`src/pkg/imrd_defines.svh`:
```
/*
 holds address map constants, field widths and reset values of the remap decoder.
 assumes inclusion by bare name from the package and the design file.
*/
`ifndef IMRD_DEFINES_SVH
`define IMRD_DEFINES_SVH

`define IMRD_AREA_LSB 20
`define IMRD_AREA_W 8
`define IMRD_AREA_BOOT 8'h00
`define IMRD_AREA_FLASH 8'h01
`define IMRD_AREA_SRAM 8'h02
`define IMRD_AREA_ROM 8'h03
`define IMRD_INT_MSB 31
`define IMRD_INT_W 4
`define IMRD_INT_REGION 4'h0
`define IMRD_PERIPH_REGION 4'hf
`define IMRD_WS_MAX 2'h3
`define IMRD_WS_RESET 2'h0
`define IMRD_SIZE_BYTE 2'h0
`define IMRD_SIZE_HALF 2'h1
`define IMRD_SIZE_WORD 2'h2
`define IMRD_ABT_MISALIGN 2'h1
`define IMRD_ABT_UNDEF 2'h2

`endif

```
`src/pkg/imrd_pkg.sv`:
```
/*
 holds the types of the remap decoder.
 assumes the defines header sits beside it.
*/
`include "imrd_defines.svh"

package imrd_pkg;
    typedef enum logic [1:0] {
        IMRD_SEL_NONE,
        IMRD_SEL_FLASH,
        IMRD_SEL_SRAM,
        IMRD_SEL_ROM
    } imrd_sel_type;

    typedef enum logic [1:0] {
        IMRD_ST_IDLE,
        IMRD_ST_WAIT,
        IMRD_ST_DONE
    } imrd_state_type;
endpackage
```
`src/hdl/imrd_remap_decoder.sv`:
```
/*
 holds arbiter, address decoder, remap flag, alignment check, abort capture
 and flash wait-state insertion of the internal memory controller.
 assumes memories answer combinationally and masters hold a request until done.
*/
// What this block does
// - before remap, sram only at its base
// - after remap, sram also at zero
// - flash area always selects flash
// - before remap, zero area goes to flash
// - rom unmapped while romEnable is low
// - selects three memory areas, one peripheral area
// - misaligned data access returns abort
// - abort captures source, type, access parameters
// - arbiter grants one master at a time
// - flash reads take zero to three waits
`timescale 1ns/1ps
`include "imrd_defines.svh"

module imrd_remap_decoder
    import imrd_pkg::*;
#(
    parameter int ADDR_W = 32,
    parameter int DATA_W = 32
) (
    input wire logic clk_sys,
    input wire logic arst_n,
    input wire logic clkEn,
    input wire logic cpuReq,
    input wire logic [ADDR_W-1:0] cpuAddr,
    input wire logic cpuWrite,
    input wire logic cpuData,
    input wire logic [1:0] cpuSize,
    input wire logic [DATA_W-1:0] cpuWdata,
    output logic cpuGnt,
    output logic cpuDone,
    output logic cpuAbort,
    input wire logic dmaReq,
    input wire logic [ADDR_W-1:0] dmaAddr,
    input wire logic dmaWrite,
    input wire logic [1:0] dmaSize,
    input wire logic [DATA_W-1:0] dmaWdata,
    output logic dmaGnt,
    output logic dmaDone,
    output logic dmaAbort,
    output logic [DATA_W-1:0] rdData,
    input wire logic remapCmd,
    input wire logic romEnable,
    input wire logic [1:0] flashWaitStates,
    output logic remapped,
    output logic flashSel,
    output logic sramSel,
    output logic romSel,
    output logic periphSel,
    output logic [ADDR_W-1:0] memAddr,
    output logic memWrite,
    output logic [1:0] memSize,
    output logic [DATA_W-1:0] memWdata,
    input wire logic [DATA_W-1:0] flashRdata,
    input wire logic [DATA_W-1:0] sramRdata,
    input wire logic [DATA_W-1:0] romRdata,
    input wire logic [DATA_W-1:0] periphRdata,
    input wire logic periphReady,
    output logic abortValid,
    output logic abortFromDma,
    output logic [1:0] abortType,
    output logic [ADDR_W-1:0] abortAddr,
    output logic abortWrite,
    output logic [1:0] abortSize,
    input wire logic abortClear
);

    initial begin
        if (ADDR_W != 32 || DATA_W < 8) begin
            $error("imrd_remap_decoder: unsupported width");
        end
    end

    // =============================================================
    // helpers
    function automatic logic misaligned(input logic [1:0] sz, input logic [1:0] lo);
        misaligned = (sz == `IMRD_SIZE_HALF && lo[0])
            || (sz == `IMRD_SIZE_WORD && lo != 2'h0);
    endfunction

    // =============================================================
    // state
    imrd_state_type state_reg, state_next;
    logic remap_reg;
    logic owner_reg, owner_next;
    logic lastDma_reg;
    logic [1:0] wait_reg;
    logic [DATA_W-1:0] rd_reg;
    logic abtV_reg, abtDma_reg, abtW_reg;
    logic [1:0] abtT_reg, abtS_reg;
    logic [ADDR_W-1:0] abtA_reg;

    // =============================================================
    // arbitration: round robin so neither master starves
    wire logic pickDma = dmaReq && (!cpuReq || !lastDma_reg);
    wire logic anyReq = cpuReq || dmaReq;
    wire logic idle = (state_reg == IMRD_ST_IDLE);
    wire logic curDma = idle ? pickDma : owner_reg;

    wire logic [ADDR_W-1:0] aSel = curDma ? dmaAddr : cpuAddr;
    wire logic wSel = curDma ? dmaWrite : cpuWrite;
    wire logic [1:0] szSel = curDma ? dmaSize : cpuSize;
    wire logic dataAcc = curDma ? 1'b1 : cpuData;

    // =============================================================
    // address decode
    wire logic [`IMRD_INT_W-1:0] region = aSel[`IMRD_INT_MSB -: `IMRD_INT_W];
    wire logic [`IMRD_AREA_W-1:0] area = aSel[`IMRD_AREA_LSB +: `IMRD_AREA_W];
    wire logic inInt = (region == `IMRD_INT_REGION);
    wire logic isBoot = inInt && area == `IMRD_AREA_BOOT;
    wire logic hitFlash = inInt && area == `IMRD_AREA_FLASH;
    wire logic hitSramB = inInt && area == `IMRD_AREA_SRAM;
    wire logic hitRom = inInt && area == `IMRD_AREA_ROM && romEnable;
    wire logic selFlashC = hitFlash || (isBoot && !remap_reg);
    wire logic selSramC = hitSramB || (isBoot && remap_reg);
    wire logic selPerC = (region == `IMRD_PERIPH_REGION);
    wire logic undefC = !(selFlashC || selSramC || hitRom || selPerC);
    wire logic misC = dataAcc && misaligned(szSel, aSel[1:0]);
    wire logic abortC = misC || undefC;
    wire logic active = !idle || anyReq;
    wire logic flashRd = selFlashC && !wSel;

    // =============================================================
    // sequencing
    wire logic startWait = idle && anyReq && !abortC && flashRd
        && flashWaitStates != 2'h0;
    wire logic waitOver = (state_reg == IMRD_ST_WAIT) && wait_reg == 2'h0;
    wire logic perHold = selPerC && !periphReady && !abortC;
    wire logic perWait = (state_reg == IMRD_ST_DONE);
    wire logic finish = active && !abortC && !perHold
        && ((idle && !startWait) || waitOver || perWait);
    wire logic abortNow = idle && anyReq && abortC;
    wire logic [1:0] wsClamp = (flashWaitStates > `IMRD_WS_MAX) ? `IMRD_WS_MAX : flashWaitStates;

    always_comb begin
        state_next = state_reg;
        owner_next = owner_reg;
        case (state_reg)
            IMRD_ST_IDLE: begin
                owner_next = pickDma;
                if (startWait) begin
                    state_next = IMRD_ST_WAIT;
                end else if (perHold && anyReq) begin
                    state_next = IMRD_ST_DONE;
                end
            end
            IMRD_ST_WAIT: begin
                if (waitOver) begin
                    state_next = IMRD_ST_IDLE;
                end
            end
            IMRD_ST_DONE: begin
                if (!perHold) begin
                    state_next = IMRD_ST_IDLE;
                end
            end
            default: state_next = IMRD_ST_IDLE;
        endcase
    end

    wire logic [DATA_W-1:0] rdMux = selFlashC ? flashRdata
        : selSramC ? sramRdata
        : hitRom ? romRdata : periphRdata;
    wire logic doneNow = finish && (anyReq || !idle);

    always_ff @(posedge clk_sys or negedge arst_n) begin
        if (!arst_n) begin
            state_reg <= IMRD_ST_IDLE;
            owner_reg <= 1'b0;
            wait_reg <= `IMRD_WS_RESET;
            lastDma_reg <= 1'b0;
        end else if (clkEn) begin
            state_reg <= state_next;
            owner_reg <= owner_next;
            wait_reg <= startWait ? wsClamp - 2'h1
                : (wait_reg != 2'h0 ? wait_reg - 2'h1 : wait_reg);
            if (doneNow || abortNow) begin
                lastDma_reg <= curDma;
            end
        end
    end

    always_ff @(posedge clk_sys or negedge arst_n) begin
        if (!arst_n) begin
            remap_reg <= 1'b0;
        end else if (clkEn && remapCmd) begin
            remap_reg <= 1'b1;
        end
    end

    always_ff @(posedge clk_sys or negedge arst_n) begin
        if (!arst_n) begin
            rd_reg <= '0;
        end else if (clkEn && doneNow && !wSel) begin
            rd_reg <= rdMux;
        end
    end

    // =============================================================
    // abort status: new abort wins over a clear in the same cycle
    always_ff @(posedge clk_sys or negedge arst_n) begin
        if (!arst_n) begin
            abtV_reg <= 1'b0;
            abtDma_reg <= 1'b0;
            abtT_reg <= 2'h0;
            abtA_reg <= '0;
            abtW_reg <= 1'b0;
            abtS_reg <= 2'h0;
        end else if (clkEn) begin
            if (abortNow) begin
                abtV_reg <= 1'b1;
                abtDma_reg <= curDma;
                abtT_reg <= misC ? `IMRD_ABT_MISALIGN : `IMRD_ABT_UNDEF;
                abtA_reg <= aSel;
                abtW_reg <= wSel;
                abtS_reg <= szSel;
            end else if (abortClear) begin
                abtV_reg <= 1'b0;
            end
        end
    end

    // =============================================================
    // outputs
    assign cpuGnt = active && !curDma;
    assign dmaGnt = active && curDma;
    assign cpuDone = clkEn && doneNow && !curDma;
    assign dmaDone = clkEn && doneNow && curDma;
    assign cpuAbort = clkEn && abortNow && !curDma;
    assign dmaAbort = clkEn && abortNow && curDma;
    assign rdData = rd_reg;
    assign remapped = remap_reg;
    assign flashSel = active && !abortC && selFlashC;
    assign sramSel = active && !abortC && selSramC;
    assign romSel = active && !abortC && hitRom;
    assign periphSel = active && !abortC && selPerC;
    assign memAddr = aSel;
    assign memWrite = active && wSel;
    assign memSize = szSel;
    assign memWdata = curDma ? dmaWdata : cpuWdata;
    assign abortValid = abtV_reg;
    assign abortFromDma = abtDma_reg;
    assign abortType = abtT_reg;
    assign abortAddr = abtA_reg;
    assign abortWrite = abtW_reg;
    assign abortSize = abtS_reg;

endmodule

```
`config.mk`:
```
export PLATFORM = sky130hd
export DESIGN_NAME = imrd_remap_decoder
export DESIGN_NICKNAME = d
export VERILOG_FILES = /design/src/pkg/imrd_pkg.sv /design/src/hdl/imrd_remap_decoder.sv
export VERILOG_INCLUDE_DIRS = /design/src /design/src/pkg
export SDC_FILE = /design/constraint.sdc
export NUM_CORES = 1
export LEC_CHECK = 0
export BUFFER_PORTS_ARGS = -buffer_cell sky130_fd_sc_hd__buf_2
export CELL_PAD_IN_SITES_DETAIL_PLACEMENT = 0
export CELL_PAD_IN_SITES_GLOBAL_PLACEMENT = 1
export CORE_AREA = 2 2 166 168
export DETAILED_ROUTE_END_ITERATION = 6
export DIE_AREA = 0 0 168 170
export PLACE_DENSITY_LB_ADDON = 0.1
export SYNTH_ARGS = -nofsm -noshare
export SYNTH_HDL_FRONTEND = slang
export SYNTH_SLANG_ARGS = --single-unit
```
`constraint.sdc`:
```
create_clock -name clk_sys -period 5.51 [get_ports clk_sys]
set_clock_uncertainty 0.1 [all_clocks]
set_input_delay 0.551 -clock clk_sys [delete_from_list [all_inputs] [get_ports clk_sys]]
set_output_delay 0.551 -clock clk_sys [all_outputs]
set_load 0.03 [all_outputs]
```
==> results of run 1 <==
## metal layers
metal  wire length [microns]  GRT usage (%)
met5                      27              0
met4                     247           3.74
met3                    1300           3.07
met2                   12000           27.8
met1                    8380           16.2
## power breakdown
group / switching, mW / total [mW] / internal (mW) / leakage (nW)
Sequential: 0.0713 / 0.789 / 0.718 / 0.981
Combinational: 0.843 / 1.27 / 0.423 / 3.07
Clock: 0.254 / 0.604 / 0.350 / 0.135
Total: 1.17 / 2.66 / 1.49 / 4.18
## final timing paths
path                            slack (ns)       endpoint         start
worst max-delay path                  1.37       cpuAbort  state_reg[0]
worst min register to register        0.40     abortValid    abortValid
min in group asynchronous             0.43  abortAddr[19]        arst_n
worst max register to register        1.58      rdData[0]  state_reg[0]
max in group asynchronous             3.67   abortType[1]        arst_n
worst min-delay path                  0.32       remapped      remapCmd
## through the flow
step,hold slack [ns],cells
final,0.319,1325
after floorplan,0.155,572
after global placement,0.241,1307
after CTS,0.296,1323
after global routing,0.310,1325
after detailed placement,0.240,1307
## logic make-up (layout without fill, tap and decap cells)
logic type,Yosys count,count (layout),share of synthesized area (%)
simple gates,280,280,22.7
other cells,0,2,0
buf+inv,42,452,4.51
flops,78,78,40.0
mux,70,70,18.6
compound gates,102,102,14.2
## cell usage after synthesis, drive strengths merged, types with 2 or more instances
cell type,instances
clkbuf,22
nor2,55
buf,15
nand3,3
dfrtp,78
o31ai,2
nand3b,3
o21ai,10
and2,3
nand4,3
inv,5
a21o,2
a21oi,7
o211ai,3
nand2,205
o22ai,64
mux2,68
o21a,6
nor4,5
mux2i,2
## layout make-up
cell class | instances | area (sq um)
fillers | 2998 | 19100
clock inverters | 5 | 58.8
flip-flops and latches | 78 | 1950
clock buffers | 10 | 229
diodes | 2 | 5.00
repair buffers | 432 | 2190
multi-input cells | 452 | 2710
well taps | 341 | 427
inverters | 5 | 21.3
==> out/metrics.cfg, run 1 <==
[detailed_routing]
drc = 0
routed_wl_microns = 22000
vias_per_cell = 4.22
drtAntennaViolNets = 0
first_pass_iters = 4
wl_per_cell_microns = 16.6
vias = 5586
drt-initial-drc-count = 222

[worst_setup_path]
end_kind = primary output
cp.required_ns = 4.86
crit_family = buffers and inverters
cp_cell_sequence = or2_1 > o21a_2 > inv_4 > mux2i_2 > o21a_1 > buf_4 > o2bb2ai_4 > and2_1 > buf_2
critPathSlowestCell = inv_4
worst-path-max-fanout = 76
max_stage_delay_ns = 0.56
cp_num_cells = 9
r2r_cells = 10
crit_buf_inv = 3
startpoint_type = flip-flop
crit_arrival_ns = 3.49
criticalPathCategory = reg2out

[cells_and_area]
nets = 1252
final_common_cell = buf_2
syn2layout_area_growth_pct = 55.6
drive_gt1_share_pct = 53.3
design_area_sq_um = 7600
final_util_pct = 28.5
final_cell_mix = buf_2, nand2_1, dfrtp_1, o22ai_1, nor2_1

[clocking]
cts_resized = 0
ctsHoldBuffers = 1
cts_tree = done
post_cts_buffers = 0
clk_latency_ns = 0.34
clockBufferDepth = 2
cts-buffers-inserted = 9
htreeDepth = 3
clk_pin_slew_ns = 0.06
cts_sinks = 78
cts-root-buf = clkbuf_16

[synth]
synth_flop_cell = dfrtp_1
syn_area_sq_um = 4880
syn_avg_cell_area_sq_um = 8.54
synth_enable_flop_cells = 0
yosys_warnings = 0
synth_cells = 572
synth_top_area_cell = dfrtp_1
synth_seq_cells = 78
yosys-top-cells-area = dfrtp_1, nand2_1, mux2_4, mux2_2, o22ai_1
yosysSeqAreaShare_pct = 40.0
synth.net_count = 846
synth_top_cell_area_share_pct = 40.0
ys_types = 39
ys_async_sr_fraction_pct = 100

[floorplanning]
die_h_microns = 170
core_sq_um = 26700
io_pins = 423
floorplan.rows = 60
start_util_pct = 18.3
die_area_sq_um = 28600
die_w_microns = 168

[placement]
dpl_cell_area_sq_um = 7290
gp_congestion = 0.762
dp_hpwl_microns = 17200
port_buffers = 422
pre_cts_ws_ns = 1.34

[grt]
antenna_found_initial = 4
grt_overflow = 0
grtUsageTotal_pct = 14.5
grt_pass1_vias = 5511
grt_start_max_net_pins = 77
grt_pass1_wl_microns = 31800

[timing]
maxSlewHeadroom_pct = 29.7
hold_violations = 0
layout_setup_ws_ns = 1.37
fmaxAchievable_ghz = 0.241
tightest_slew_ns = 1.05
fin_crit_sh_pct = 75.2
fin_setup_tns_ns = 0
setup_viol = 0
min_period_ns = 4.14
rsz0062_at_grt = no
slew_violations = 0

[worst_hold_path]
hold_path_class = in2reg
worstHoldPathCells = 2

[power]
power.density_nw_per_um2 = 350
p_total_mw = 2.66
p_leak_nw = 4.18
peakVddDrop_uv = 173

[status]
status = finished clean

[job]
max-cap-violations = 0

No activity file was read; power rests on OpenSTA's default activity.
==> run 2: changes to the inputs <==
CORE_AREA = 2 2 163 165   (was 2 2 166 168)
DIE_AREA = 0 0 165 167   (was 0 0 168 170)
clock period = 3.56 ns   (was 5.51 ns; I/O delays follow)
==> run 2 against run 1 <==
- critical path depth fell by 1
- largest cell class unchanged
- highest routed layer is now met4
- total power up 60%
- critical endpoint unchanged
- cell count down 0.45%
- utilization rose by 1.3 points
- design area increased by 1.1%
==> out/metrics.cfg, run 2 (same netlist as run 1, synthesis figures left out) <==
[status]
status = finished clean

[timing]
rsz0062_at_grt = no
fin_crit_sh_pct = 94.5
fmaxAchievable_ghz = 0.297
maxSlewHeadroom_pct = 43.8  ; +14 points
fin_setup_tns_ns = 0  ; unchanged
slew_violations = 0  ; unchanged
min_period_ns = 3.37
tightest_slew_ns = 0.843  ; -0.212 ns
layout_setup_ws_ns = 0.194  ; -1.17 ns
setup_viol = 0  ; unchanged
hold_violations = 0  ; unchanged

[cells_and_area]
final_util_pct = 29.8  ; +1.3 points
syn2layout_area_growth_pct = 57.2
final_cell_mix = buf_2, nand2_1, dfrtp_1, o22ai_1, nor2_1
nFillCells = 2891  ; -3.6%
nets = 1254  ; +0.16%
final_common_cell = buf_2
drive_gt1_share_pct = 53.5  ; +0.25 points
multiInputGateArea_sq_um = 2730  ; +0.65%
seq_area_sq_um = 1950  ; unchanged

[power]
peakVddDrop_uv = 217  ; +26%
clock_power_share_pct = 24.8  ; +2.1 points
seq_power_share_pct = 28.6  ; -1.1 points
p_switching_mw = 1.81  ; +55%
power.density_nw_per_um2 = 555  ; +58%
swShare_pct = 42.4  ; -1.5 points
p_leak_nw = 4.23  ; +1.1%
p_int_mw = 2.45  ; +65%
comb_power_share_pct = 46.6  ; -1.0 points

[placement]
dp_hpwl_microns = 18100  ; +5.1%
port_buffers = 422  ; unchanged
gp_congestion = 0.743  ; -2.4%
pre_cts_ws_ns = 0.341  ; -0.994 ns

[worst_hold_path]
hold_path_class = in2async

[detailed_routing]
vias_per_cell = 4.23  ; +0.26%
first_pass_iters = 4  ; unchanged
vias = 5575  ; -0.20%
drt-initial-drc-count = 176  ; -21%
wl_per_cell_microns = 17.0  ; +2.9%
routed_wl_microns = 22500  ; +2.4%
drtAntennaViolNets = 0  ; unchanged
drc = 0  ; unchanged

[clocking]
clk_pin_slew_ns = 0.06  ; about the same
clk_latency_ns = 0.34  ; about the same
cts-root-buf = clkbuf_16
post_cts_buffers = 0  ; unchanged
cts_tree = done
cts-buffers-inserted = 9  ; unchanged
cts_sinks = 78  ; unchanged
htreeDepth = 3  ; unchanged
clockBufferDepth = 2  ; unchanged

[worst_setup_path]
crit_family = compound AO/OA/AOI/OAI gates
crit_buf_inv = 2  ; -1
startpoint_type = flip-flop
cp_cell_sequence = or2_1 > o21a_2 > inv_4 > mux2_4 > o21a_1 > o2bb2ai_4 > and2_1 > buf_2
criticalPathCategory = reg2out
end_kind = primary output
critPathSlowestCell = dfrtp_1
worst-path-max-fanout = 23  ; -70%
crit_arrival_ns = 2.91  ; -0.58 ns
max_stage_delay_ns = 0.43  ; -0.13 ns
cp.required_ns = 3.10  ; -1.76 ns
r2r_slack_ns = 0.47  ; -1.11 ns

[grt]
grt_start_max_net_pins = 62  ; -19%
grt_pass1_wl_microns = 32700  ; +2.8%
grtUsageTotal_pct = 15.6  ; +1.1 points
antenna_found_initial = 1  ; -3
grt_pass1_vias = 5708  ; +3.6%
grt_overflow = 0  ; unchanged

[floorplanning]
io_pins = 423  ; unchanged
die_h_microns = 167  ; -1.8%
die_w_microns = 165  ; -1.8%
floorplan.rows = 59  ; -1.7%
core_sq_um = 25800  ; -3.3%
start_util_pct = 19.0  ; +0.63 points
die_area_sq_um = 27600  ; -3.5%

[job]
max-cap-violations = 0  ; unchanged

-- run 2: what timing repair did --
action                                  CTS  global route
endpoints found under the setup margin    1             5
gates cloned                              0             0
resized for setup                         1             4
hold buffers                              0             0
pin swaps                                 0             0
-- run 2: power groups by stage --
stage	clock network [mW]	logic, mW	registers [mW]
CTS	1.09	2.02	1.22
finish	1.06	1.98	1.22
global placement	0	2.03	1.23
global route	1.14	2.13	1.25
floorplan	0	0.833	1.68
detailed placement	0	2.02	1.23
-- run 2: area by class of cell --
class / instances / area share (%)
tap: 335 / 5.46
antenna: 1 / 0.0326
multi-input combinational: 452 / 35.6
timing repair buffer: 434 / 29.0
sequential: 78 / 25.4
clock buffer: 9 / 2.93
clock inverter: 5 / 1.30
inverter: 5 / 0.277
-- run 2: per-stage QoR --
stage,cells,instance area (sq um),power (mW),hold WS [ns]
floorplan,572,4880,2.51,-0.0396
CTS,1318,7650,4.33,0.0691
global placement,1304,7320,3.26,0.358
finish,1319,7680,4.26,0.0188
global route,1319,7680,4.53,0.0798
detailed placement,1304,7320,3.25,0.375
-- run 2: path summary, 6_finish.rpt --
kind                         startpoint            end  cells past startpoint
hold reg to reg              abortValid     abortValid                      1
setup / recovery           state_reg[0]       cpuAbort                      8
hold / removal                   arst_n  abortAddr[13]                      1
min in group clk_sys           remapCmd       remapped                      2
max in group asynchronous        arst_n      rdData[2]                      2
setup reg to reg           state_reg[0]  abortAddr[10]                      8
-- run 2: metal layers --
metal  global-route usage [%]  up-vias  wire length [microns]
li1                         -     2792                      -
met1                     16.6     2538                   8240
met2                     30.1      228                  12300
met3                     3.34       17                   1640
met4                     4.54        0                    344
met5                        0        -                      0
==> run 3: changes to the inputs <==
PLACE_DENSITY = 0.69   (was default)
PLACE_DENSITY_LB_ADDON = default   (was 0.1)
==> run 3 against run 2 <==
- sequential share of layout area up 0.26 points
- critical path depth is 1 higher
- global-route usage decreased by 1.0 points
- worst setup slack got worse by 0.048 ns
- count of clock-buffer cells in the layout did not move
- cell count stayed put
- combinational power about the same
- critical endpoint is now dmaDone
- largest power group unchanged
==> out/metrics.cfg, run 3 (same netlist as run 1, synthesis figures left out) <==
[clocking]
clockBufferDepth = 2  ; unchanged
cts_sinks = 78  ; unchanged
clk_pin_slew_ns = 0.07  ; about the same
cts-root-buf = clkbuf_16
cts_tree = done
cts_resized = 0  ; -1
post_cts_buffers = 0  ; unchanged
cts-buffers-inserted = 9  ; unchanged
clk_latency_ns = 0.34  ; about the same
ctsHoldBuffers = 0  ; unchanged
htreeDepth = 3  ; unchanged

[timing]
slew_violations = 0  ; unchanged
min_period_ns = 3.41  ; +0.0484 ns
hold_violations = 0  ; unchanged
rsz0062_at_grt = no
maxSlewHeadroom_pct = 31.0  ; -13 points
tightest_slew_ns = 1.04  ; +0.193 ns
fin_setup_tns_ns = 0  ; unchanged
fmaxAchievable_ghz = 0.293  ; -1.4%
setup_viol = 0  ; unchanged
fin_crit_sh_pct = 95.9  ; +1.4 points

[cells_and_area]
diodes = 0  ; -1
multiInputGateArea_sq_um = 2710  ; -0.64%
nets = 1253  ; -0.080%
nFillCells = 2849  ; -1.5%
seq_area_sq_um = 1950  ; unchanged
drive_gt1_share_pct = 53.6  ; about the same
final_common_cell = buf_2
layout.cells.non_filler = 1319  ; unchanged
syn2layout_area_growth_pct = 55.7
final_util_pct = 29.5  ; -0.30 points
final_cell_mix = buf_2, nand2_1, dfrtp_1, o22ai_1, nor2_1

[detailed_routing]
drt-initial-drc-count = 215  ; +22%
wl_per_cell_microns = 16.1  ; -5.7%
drc = 0  ; unchanged
drtAntennaViolNets = 0  ; unchanged
vias_per_cell = 4.34  ; +2.7%
routed_wl_microns = 21200  ; -5.7%
first_pass_iters = 4  ; unchanged
vias = 5728  ; +2.7%

[status]
status = finished clean

[grt]
grt_overflow = 0  ; unchanged
grt_pass1_vias = 5510  ; -3.5%
grt_pass1_wl_microns = 30700  ; -6.1%
grt_start_max_net_pins = 79  ; +27%
antenna_found_initial = 0  ; -1
grtUsageTotal_pct = 14.5  ; -1.0 points

[worst_setup_path]
end_kind = primary output
startpoint_type = flip-flop
r2r_slack_ns = 0.42  ; -0.05 ns
timing.rr.start = state_reg[0]
cp.required_ns = 3.10  ; about the same
r2r_cells = 10  ; +2
worst-path-max-fanout = 18  ; -22%
r2r_end = rdData[31]
crit_arrival_ns = 2.96  ; +0.05 ns
criticalPathCategory = reg2out

[job]
max-cap-violations = 0  ; unchanged

[worst_hold_path]
hold_path_class = in2async

[floorplanning]
floorplan.rows = 59  ; unchanged
die_h_microns = 167  ; unchanged
start_util_pct = 19.0  ; unchanged
die_area_sq_um = 27600  ; unchanged
core_sq_um = 25800  ; unchanged
io_pins = 423  ; unchanged
die_w_microns = 165  ; unchanged

[placement]
gp_congestion = 0.844  ; +14%
dp_hpwl_microns = 16700  ; -7.6%
port_buffers = 422  ; unchanged
place_inst = 1303  ; -0.077%

[power]
power.density_nw_per_um2 = 539  ; -2.8%
p_leak_nw = 4.20  ; -0.75%
peakVddDrop_uv = 316  ; +46%

run 3: power breakdown:
group | switching, mW | internal (mW)
Clock | 0.422 | 0.482
Combinational | 1.30 | 0.665
Sequential | 0.118 | 1.11
run 3: cell type report:
class,count,share of cell area (%)
clock inverters,7,0.724
well taps,335,5.51
multi-input cells,452,35.7
clock buffers,9,2.96
repair buffers,433,29.2
inverters,5,0.280
flip-flops and latches,78,25.7
run 3: stage by stage:
stage | hold slack [ns] | setup slack, ns | area (sq um) | power, mW
floorplan | -0.0396 | 0.774 | 4880 | 2.51
global placement | 0.357 | 0.504 | 7310 | 3.22
detailed placement | 0.377 | 0.439 | 7310 | 3.23
CTS | 0.0974 | 0.128 | 7590 | 4.17
global route | 0.103 | 0.0135 | 7600 | 4.36
finish | 0.0850 | 0.146 | 7600 | 4.10
run 3: routing by layer:
layer / track usage (%) / routed length, microns / vias up
met3: 2.71 / 1460 / 13
met1: 16.6 / 8140 / 2644
met5: 0 / 0 / -
met2: 27.4 / 11400 / 271
met4: 3.29 / 219 / 0
li1: - / - / 2800
run 3: worst max-delay path by stage:
stage / slack (ns) / depth (start not counted) / endpoint / from
after floorplan: 0.77 / 10 / dmaAbort / state_reg[0]
after global placement: 0.50 / 10 / rdData[31] / state_reg[0]
after detailed placement: 0.44 / 10 / rdData[31] / state_reg[0]
after CTS: 0.13 / 9 / memWrite / state_reg[0]
after global routing: 0.01 / 9 / dmaDone / state_reg[0]
final: 0.15 / 9 / dmaDone / state_reg[0]
run 3: worst max-delay path: stages (launching register included):
cell	delay [ns]
dfrtp_1	0.44
or2_1	0.29
o21a_2	0.27
inv_4	0.06
buf_4	0.26
mux2i_2	0.39
o21a_1	0.31
o211ai_4	0.14
nor2_1	0.21
buf_2	0.25
